`config.mk`:
```
export PLATFORM = sky130hd
export DESIGN_NAME = dlm_mirror_cfg
export DESIGN_NICKNAME = d
export VERILOG_FILES = /design/src/rtl/dlm_pkg.sv /design/src/rtl/dlm_lane_if.sv /design/src/rtl/dlm_lane_swap.sv /design/src/rtl/dlm_mirror_cfg.sv
export SDC_FILE = /design/constraint.sdc
export NUM_CORES = 1
export LEC_CHECK = 0
export BUFFER_PORTS_ARGS = -buffer_cell sky130_fd_sc_hd__buf_2
export CAP_MARGIN = 15
export CORE_MARGIN = 1.5
export CORE_UTILIZATION = 38
export DETAILED_ROUTE_END_ITERATION = 10
export GPL_TIMING_DRIVEN = 1
export PLACE_DENSITY = 0.83
export SKIP_CTS_REPAIR_TIMING = 1
export SKIP_LAST_GASP = 1
export SLEW_MARGIN = 20
export SYNTH_ARGS = -nofsm -noshare
export SYNTH_HDL_FRONTEND = slang
export SYNTH_SLANG_ARGS = --single-unit
```
`constraint.sdc`:
```
create_clock -name i_clock -period 1.7 [get_ports i_clock]
set_clock_uncertainty 0.2 [all_clocks]
set_input_delay 0.34 -clock i_clock [delete_from_list [all_inputs] [get_ports i_clock]]
set_output_delay 0.34 -clock i_clock [all_outputs]
set_load 0.005 [all_outputs]
```
`src/rtl/dlm_pkg.sv`:
```
// constants for the data lane mirror configuration block
package dlm_pkg;
  localparam logic [7:0] CMD_STATUS = 8'h70;
  localparam logic [7:0] CMD_STATUS_MIRRORED = 8'h0E;
  localparam logic [7:0] CMD_RESET = 8'hFF;
  localparam logic [7:0] CMD_HARD_RESET = 8'hFD;
  localparam logic MIRROR_RESET = 1'b0;
  localparam logic PARALLEL_INIT_RESET = 1'b0;
  localparam logic SEQUENTIAL_INIT_RESET = 1'b0;
  typedef enum logic [1:0] {DLM_UNSET, DLM_NORMAL, DLM_MIRRORED} dlm_mode_t;
endpackage : dlm_pkg

```
`src/rtl/dlm_lane_if.sv`:
```
// lane swap control carried between the decoder and the lane swapper
`timescale 1ns/1ps
`default_nettype none
interface dlm_lane_if;
  logic mirror;
  modport ctrl (output mirror);
  modport swap (input mirror);
endinterface : dlm_lane_if
`default_nettype wire

```
`src/rtl/dlm_lane_swap.sv`:
```
// bit-reversing lane swapper for both data directions
`timescale 1ns/1ps
`default_nettype none
module dlm_lane_swap (
  dlm_lane_if.swap lanes,
  input wire logic [7:0] i_ext_in,
  input wire logic [7:0] i_int_out,
  output logic [7:0] o_int_in,
  output logic [7:0] o_ext_out
);
  genvar g;
  generate
    for (g = 0; g < 8; g = g + 1) begin : g_lane
      // external lane g maps to internal bit 7-g when mirrored
      assign o_int_in[g] = lanes.mirror ? i_ext_in[7-g] : i_ext_in[g];
      assign o_ext_out[g] = lanes.mirror ? i_int_out[7-g] : i_int_out[g];
    end
  endgenerate
endmodule : dlm_lane_swap
`default_nettype wire

```
`src/rtl/dlm_mirror_cfg.sv`:
```
// data lane mirror decision, lock and volume init mode selection
// Function
// - mirroring touches only the eight data lanes, other signals stay fixed
// - non-mirrored lanes are used until a configuring command is decoded
// - the first command after initialization decides the lane configuration
// - byte 0Eh is read status and switches the target to mirrored mode
// - mirrored mode holds until power is removed
// - pin reduction and status before first reset selects sequential init
// - pin reduction and status after first reset selects parallel init
// - hard reset leaves the established mirror configuration unchanged
`timescale 1ns/1ps
`default_nettype none
module dlm_mirror_cfg (
  input wire logic i_clock,
  input wire logic i_srst,
  input wire logic i_cmd_valid,
  input wire logic [7:0] i_dq_in,
  input wire logic [7:0] i_dq_out_int,
  input wire logic i_pin_reduction_en,
  output logic [7:0] o_dq_in_int,
  output logic [7:0] o_dq_out,
  output logic o_cmd_valid_int,
  output logic o_mirrored,
  output logic o_mode_locked,
  output logic o_sequential_init,
  output logic o_parallel_init
);
  typedef enum logic [1:0] {
    DLM_CMD_OTHER,
    DLM_CMD_STATUS,
    DLM_CMD_STATUS_REV,
    DLM_CMD_RESET
  } dlm_cmd_kind_t;

  dlm_pkg::dlm_mode_t mode_ff;
  dlm_pkg::dlm_mode_t nxt_mode;
  logic mirrored_ff;
  logic nxt_mirrored;
  logic locked_ff;
  logic nxt_locked;
  logic first_reset_seen_ff;
  logic nxt_first_reset_seen;
  logic seq_init_ff;
  logic nxt_seq_init;
  logic par_init_ff;
  logic nxt_par_init;
  dlm_cmd_kind_t raw_kind;
  dlm_cmd_kind_t int_kind;
  logic cmd_first;
  logic cmd_mirrored_first;
  logic cmd_status;
  logic cmd_reset;
  logic init_open;
  logic init_request;
  dlm_lane_if lanes ();

  // i_srst is power-down clear only; the hard reset command never reaches it

  // raw pin byte: status is recognised in either lane order
  always_comb begin
    raw_kind = DLM_CMD_OTHER;
    if (i_cmd_valid) begin
      unique case (i_dq_in)
        dlm_pkg::CMD_STATUS: begin
          raw_kind = DLM_CMD_STATUS;
        end
        dlm_pkg::CMD_STATUS_MIRRORED: begin
          raw_kind = DLM_CMD_STATUS_REV;
        end
        default: begin
          raw_kind = DLM_CMD_OTHER;
        end
      endcase
    end
  end

  // lane-mapped byte: reset reads the same in both lane orders
  always_comb begin
    int_kind = DLM_CMD_OTHER;
    if (i_cmd_valid) begin
      unique case (o_dq_in_int)
        dlm_pkg::CMD_RESET: begin
          int_kind = DLM_CMD_RESET;
        end
        default: begin
          int_kind = DLM_CMD_OTHER;
        end
      endcase
    end
  end

  assign cmd_first = i_cmd_valid && (mode_ff == dlm_pkg::DLM_UNSET);
  assign cmd_mirrored_first = cmd_first && (raw_kind == DLM_CMD_STATUS_REV);
  assign cmd_status = (raw_kind == DLM_CMD_STATUS) || (raw_kind == DLM_CMD_STATUS_REV);
  assign cmd_reset = (int_kind == DLM_CMD_RESET);
  assign init_open = !seq_init_ff && !par_init_ff;
  assign init_request = cmd_status && i_pin_reduction_en && init_open;

  always_comb begin
    nxt_mode = mode_ff;
    unique case (mode_ff)
      dlm_pkg::DLM_UNSET: begin
        if (cmd_mirrored_first) begin
          nxt_mode = dlm_pkg::DLM_MIRRORED;
        end else if (cmd_first) begin
          nxt_mode = dlm_pkg::DLM_NORMAL;
        end
      end
      dlm_pkg::DLM_NORMAL: begin
        nxt_mode = dlm_pkg::DLM_NORMAL;
      end
      dlm_pkg::DLM_MIRRORED: begin
        // hard reset and later status bytes leave the mirrored lanes in place
        nxt_mode = dlm_pkg::DLM_MIRRORED;
      end
      default: begin
        nxt_mode = dlm_pkg::DLM_UNSET;
      end
    endcase
  end

  always_ff @(posedge i_clock) begin
    if (i_srst) begin
      mode_ff <= dlm_pkg::DLM_UNSET;
    end else begin
      mode_ff <= nxt_mode;
    end
  end

  assign nxt_mirrored = (nxt_mode == dlm_pkg::DLM_MIRRORED);
  assign nxt_locked = (nxt_mode != dlm_pkg::DLM_UNSET);

  // status outputs come straight from flops
  always_ff @(posedge i_clock) begin
    if (i_srst) begin
      mirrored_ff <= dlm_pkg::MIRROR_RESET;
    end else begin
      mirrored_ff <= nxt_mirrored;
    end
  end

  always_ff @(posedge i_clock) begin
    if (i_srst) begin
      locked_ff <= 1'b0;
    end else begin
      locked_ff <= nxt_locked;
    end
  end

  always_comb begin
    nxt_first_reset_seen = first_reset_seen_ff;
    if (cmd_reset) begin
      nxt_first_reset_seen = 1'b1;
    end
  end

  always_ff @(posedge i_clock) begin
    if (i_srst) begin
      first_reset_seen_ff <= 1'b0;
    end else begin
      first_reset_seen_ff <= nxt_first_reset_seen;
    end
  end

  // init order is decided once by the first status seen with pin reduction on
  always_comb begin
    nxt_seq_init = seq_init_ff;
    if (init_request && !first_reset_seen_ff) begin
      nxt_seq_init = 1'b1;
    end
  end

  always_ff @(posedge i_clock) begin
    if (i_srst) begin
      seq_init_ff <= dlm_pkg::SEQUENTIAL_INIT_RESET;
    end else begin
      seq_init_ff <= nxt_seq_init;
    end
  end

  always_comb begin
    nxt_par_init = par_init_ff;
    if (init_request && first_reset_seen_ff) begin
      nxt_par_init = 1'b1;
    end
  end

  always_ff @(posedge i_clock) begin
    if (i_srst) begin
      par_init_ff <= dlm_pkg::PARALLEL_INIT_RESET;
    end else begin
      par_init_ff <= nxt_par_init;
    end
  end

  // undecided mode uses straight lanes
  assign lanes.mirror = mirrored_ff;

  // only data lanes pass through the swapper
  dlm_lane_swap u_swap (
    .lanes(lanes),
    .i_ext_in(i_dq_in),
    .i_int_out(i_dq_out_int),
    .o_int_in(o_dq_in_int),
    .o_ext_out(o_dq_out)
  );

  // command strobe passes untouched
  assign o_cmd_valid_int = i_cmd_valid;
  assign o_mirrored = mirrored_ff;
  assign o_mode_locked = locked_ff;
  assign o_sequential_init = seq_init_ff;
  assign o_parallel_init = par_init_ff;
endmodule : dlm_mirror_cfg
`default_nettype wire

```
==> results.sh, run 1 <==
export IMPL_antenna_found_initial=0
export IMPL_vias_per_cell=4.92
export IMPL_timing_rr_start="mode_ff[1]"
export IMPL_synth_cell_types=20
export IMPL_pwr_share_clk=0.334
export IMPL_hold_path_end="first_reset_seen_ff"
export IMPL_min_period_ps=1740
export IMPL_io_buffers=40
export IMPL_cts_root_buffer="clkbuf_4"
export IMPL_syn_to_final_growth_pct=78.2
export IMPL_synth_avg_cell_area_um2=10.5
export IMPL_crit_path_top_delay_cell="dfxtp_4"
export IMPL_violations="negative setup slack"
export IMPL_worst_setup_path_type="flip-flop to output pin"
export IMPL_power_switching_mw=0.112
export IMPL_wirelength_um=1530
export IMPL_num_antenna_cells=0
export IMPL_core_rowCount=13
export IMPL_core_um2=1320
export IMPL_setup_viol=16
export IMPL_wl_per_cell_um=13.3
export IMPL_worstMarginPinSlew_ps=251
export IMPL_track_usage=0.151
export IMPL_cp_data_arrival_time_ps=1200
export IMPL_p_leak_nw=0.473
export IMPL_synthFlopType="dfxtp_1"
export IMPL_crit_chain="buf_6, mux2_4, buf_6"
export IMPL_ys_warn_count=0
export IMPL_critPathLaunchType="flip-flop"
export IMPL_dieArea_um2=1670
export IMPL_syn_nets=73
export IMPL_synth_edf_count=0
export IMPL_min_path_cells=2
export IMPL_seqPwrFrac=0.368
export IMPL_layout_drive_gt1_share=0.700
export IMPL_die_h_um=40.8
export IMPL_crit_path_frequent_cell="buf_6"
export IMPL_vias=566
export IMPL_fillers=99
export IMPL_p_int_mw=0.344
export IMPL_drtIter0Drc=9
export IMPL_grt_start_max_net_pins=12
export IMPL_finalNetCount=122
export IMPL_finalWeightedCongestion=0.675
export IMPL_dp_slack_ps=-162
export IMPL_outcome="finished, violations left"
export IMPL_peakVddDrop_mv=0.362
export IMPL_rsz0062_at_grt="yes"
export IMPL_syn_inst=52
export IMPL_io_pins=41
export IMPL_synth_area_leaders="mux2_4 (28%), dfxtp_1 (26%), mux2_2 (12%)"
export IMPL_hpwl_um=1070
export IMPL_multiInputGateArea_um2=387
export IMPL_placedCellCount=110
export IMPL_synth_seq_area_share=0.257
export IMPL_drc=0
export IMPL_cts_tree="yes"
export IMPL_max_freq_mhz=576
export IMPL_cp_num_buf_inv=2
export IMPL_ant_nets=0
export IMPL_clk_latency_ps=250
export IMPL_drv_cap=0
export IMPL_post_route_period_util=1.02
export IMPL_start_util=0.413
export IMPL_async_reset_ff_frac=0
export IMPL_fin_cells=115
export IMPL_syn_area_um2=544
export IMPL_max_stage_delay_ps=380
export IMPL_reg2regPathDepth=2
export IMPL_cp_top_family="flip-flops"
export IMPL_relSlewSlack=0.831
export IMPL_reg2reg_to="o_mode_locked"
export IMPL_drv_slew=0
export IMPL_ys_seq_elements=7
export IMPL_endpoint_kind="output pin"
export IMPL_cts_sinks=7
export IMPL_r2r_slack_ps=700
export IMPL_cp_required_ps=1160
export IMPL_grt_pass1_vias=457
export IMPL_cp_max_fo=6
export IMPL_cts_made_buffers=3
export IMPL_synth_top_area_share=0.276
export IMPL_cts_buffer_depth=2
export IMPL_grt_pass1_wl_um=1660
export IMPL_power_density_nw_per_um2=471
export IMPL_path_clk_slew_ps=50
export IMPL_yosysTopAreaCell="mux2_4"
export IMPL_p_total_mw=0.457
export IMPL_hold_viol_final=0
export IMPL_hp_start="i_srst"
export IMPL_switching_share=0.246
export IMPL_seqCellArea_um2=144
export IMPL_worst_slack_ps=-36.4
export IMPL_firstDrtPassIters=3
export IMPL_combPwrFrac=0.299
export IMPL_h_tree_depth=1
export IMPL_die_w_um=40.8
export IMPL_grt_ovfl_total=0
export IMPL_hold_class="input pin to flip-flop"
[layer usage]
metal,up-vias,track usage,share of wire
met1,261,0.157,0.38
met3,2,0.0163,0.046
met2,22,0.277,0.56
met5,-,0,0
li1,281,-,-
met4,0,0.100,0.012
[power by group through the flow]
stage / combinational, mW / clock (mW) / sequential (mW)
finish: 0.136 / 0.152 / 0.168
floorplan: 0.0399 / 0 / 0.173
global route: 0.147 / 0.169 / 0.168
CTS: 0.102 / 0.165 / 0.169
global placement: 0.0982 / 0 / 0.173
detailed placement: 0.102 / 0 / 0.173
[cell type report]
class | instances | share of cell area
multi-input combinational | 40 | 0.399
sequential | 7 | 0.148
inverter | 2 | 0.00774
tap | 15 | 0.0194
timing repair buffer | 47 | 0.399
clock buffer | 4 | 0.0271
[stage by stage]
| stage | util | hold WS (ps) | instance area (µm²) | setup TNS [ps] |
|---|---|---|---|---|
| final | 0.736 | 121 | 970 | -422 |
| after global routing | 0.736 | 127 | 970 | -1030 |
| after CTS | 0.613 | 107 | 808 | -1380 |
| after detailed placement | 0.594 | 246 | 782 | -583 |
| after global placement | 0.594 | 240 | 782 | -117 |
| after floorplan | - | 212 | 544 | 0 |
[worst register-to-register path, stage by stage, from the launching register on]
cell and delay [ps]:
dfxtp_1 310, or2_2 300, o21bai_1 130
[logic make-up after synthesis]
family                   count (synthesis)  share of synthesized area
flip-flops                               7                      0.257
AO/OA/AOI/OAI                            6                     0.0644
buffers and inverters                    5                     0.0851
adder cells (fa/ha/maj)                  1                     0.0230
multiplexers                            16                      0.400
AND/OR/NAND/NOR                         17                      0.170
[worst max-delay path by stage]
stage	from	end	slack (ps)	depth (start not counted)
finish	o_mirrored	o_dq_in_int[4]	-40	3
detailed placement	i_dq_in[0]	o_mode_locked	-160	8
floorplan	i_dq_in[0]	o_parallel_init	140	7
CTS	o_mirrored	o_dq_in_int[2]	-110	3
global placement	i_dq_in[0]	o_parallel_init	-50	8
global route	o_mirrored	o_dq_in_int[2]	-80	3
[flip-flops by register name, indices dropped and copies added, names as in the netlist]
| register | flops |
|---|---|
| mode_ff | 2 |
| first_reset_seen_ff | 1 |
| o_mirrored | 1 |
| o_mode_locked | 1 |
| o_parallel_init | 1 |
| o_sequential_init | 1 |
[cells in the final DEF, fill, tap and decap left out]
cell type	instances
nor3_1	3
a21oi_1	3
clkbuf_1	1
inv_1	2
nor4_2	1
nor3b_2	1
or2_2	1
buf_4	4
nor2b_1	1
nand2_1	1
mux2_4	16
dfxtp_1	6
ha_1	1
a31oi_1	2
clkbuf_16	1
nand3_1	1
buf_6	17
buf_12	1
nor2_1	5
buf_2	24
clkbuf_4	3
o21bai_1	1
and3_1	3
dfxtp_4	1
[synth_stat cells (2+ instances only)]
master	instances
mux2_4	10
dfxtp_1	7
mux2_2	6
nor2_1	5
a21oi_1	3
and3_1	3
nor3_1	3
a31oi_1	2
inv_1	2
(Power assumes the default switching activity.)
==> run 2, diff against run 1 <==
CORE_MARGIN = default   (was 1.5)
RECOVER_POWER = 50   (was default)
SETUP_SLACK_MARGIN = 0.4   (was default)
==> run 2 against run 1 <==
The run still ends with negative setup slack left; count of clock-buffer cells in the layout is the same; non-clock buffer count decreased by 1; sequential share of layout area up 0.52 points; register-to-register slack worse by 60 ps; routed wire length down 1.9%; global-route usage up 1.4 points; via count up 4.8%; combinational power shrank 9%; core utilization fell by 2.5 points; largest power group unchanged.
==> results.sh, run 2 (synthesis gave the netlist of run 1 again) <==
export IMPL_relSlewSlack=0.843
export IMPL_core_um2=1320
export IMPL_final_core_util=0.711
export IMPL_p_leak_nw=0.450
export IMPL_die_h_um=39.8
export IMPL_drv_slew=0
export IMPL_vias_per_cell=5.20
export IMPL_layout_common_cells="buf_2 (29), mux2_4 (16), buf_6 (9)"
export IMPL_syn_to_final_growth_pct=72.2
export IMPL_endpoint_kind="output pin"
export IMPL_io_pins=41
export IMPL_tns_ps=-380
export IMPL_mostFrequentLayoutCell="buf_2"
export IMPL_post_route_period_util=1.02
export IMPL_max_freq_mhz=577
export IMPL_min_period_ps=1730
export IMPL_critPathLaunchType="flip-flop"
export IMPL_ant_nets=0
export IMPL_dieArea_um2=1590
export IMPL_drv_cap=0
export IMPL_hold_viol_final=0
export IMPL_finalWeightedCongestion=0.674
export IMPL_violations="negative setup slack"
export IMPL_h_tree_depth=1
export IMPL_grt_pass1_vias=456
export IMPL_finalNetCount=121
export IMPL_path_clk_slew_ps=50
export IMPL_antenna_found_initial=0
export IMPL_grt_start_max_net_pins=18
export IMPL_hpwl_um=1050
export IMPL_largest_reg_flops=2
export IMPL_outcome="finished, violations left"
export IMPL_io_buffers=40
export IMPL_clk_latency_ps=240
export IMPL_grt_pass1_wl_um=1720
export IMPL_fin_cells=114
export IMPL_peakVddDrop_mv=0.340
export IMPL_layout_drive_gt1_share=0.707
export IMPL_cp_max_fo=8
export IMPL_drc=0
export IMPL_worst_slack_ps=-33.9
export IMPL_grt_ovfl_total=0
export IMPL_drtIter0Drc=9
export IMPL_cts_sinks=7
export IMPL_firstDrtPassIters=4
export IMPL_start_util=0.413
export IMPL_worst_setup_path_type="flip-flop to output pin"
export IMPL_die_w_um=39.8
export IMPL_core_rowCount=13
export IMPL_worstMarginPinSlew_ps=235
export IMPL_cts_made_buffers=3
export IMPL_rsz0062_at_grt="yes"
export IMPL_power_density_nw_per_um2=471
export IMPL_cts_root_buffer="clkbuf_4"
export IMPL_vias=593
export IMPL_cts_tree="yes"
export IMPL_track_usage=0.165
export IMPL_wl_per_cell_um=13.2
export IMPL_num_antenna_cells=0
export IMPL_placedCellCount=109
export IMPL_hold_class="input pin to flip-flop"
export IMPL_setup_viol=16
export IMPL_cp_data_arrival_time_ps=1190
export IMPL_wirelength_um=1500
export IMPL_cts_buffer_depth=2
export IMPL_top_register="mode_ff"
export IMPL_cp_required_ps=1160
## run 2: cell types whose count changed in the layout (fill, tap and decap cells not counted), sizes merged
cell,change
clkbuf,+3
buf,-4
## run 2: stage by stage
step                cell area (µm²)  setup WS (ps)  power (mW)  hold WS [ps]
floorplan                       574            145       0.218           209
global placement                805          -47.5       0.277           239
detailed placement              805           -111       0.280           263
CTS                             831          -51.3       0.430           106
global route                    937          -74.0       0.470           120
finish                          937          -33.9       0.442           119
## run 2: worst max-delay path, stage by stage (launching register included)
cell       delay, ps
dfxtp_4          370
clkbuf_16        160
mux2_4           300
buf_6            110
## run 2: final cells by class
type / instances / area (µm²)
Multi-Input combinational cell: 40 / 408
Inverter: 2 / 7.51
Tap cell: 15 / 18.8
Clock buffer: 4 / 26.3
Fill cell: 110 / 380
Timing Repair Buffer: 46 / 333
Sequential cell: 7 / 144
## run 2: final timing paths
check | start | to | slack, ps | cells after the start
max | o_mirrored | o_dq_in_int[0] | -30 | 3
min | i_srst | o_sequential_init | 120 | 2
max reg2reg | mode_ff[1] | o_mode_locked | 640 | 3
min reg2reg | mode_ff[0] | o_mirrored | 320 | 1
## run 2: metal layers
metal  up-vias  global-route usage  share of wire
met5         -                   0              0
met4         0              0.0776              0
met3         0              0.0341          0.055
met2        26               0.316           0.59
met1       280               0.163           0.36
li1        287                   -              -
## run 2: report_power, final
group	total, mW	switching (mW)	internal [mW]
clock	0.149	0.0592	0.0894
combinational	0.124	0.0446	0.0792
sequential	0.169	0.00277	0.166
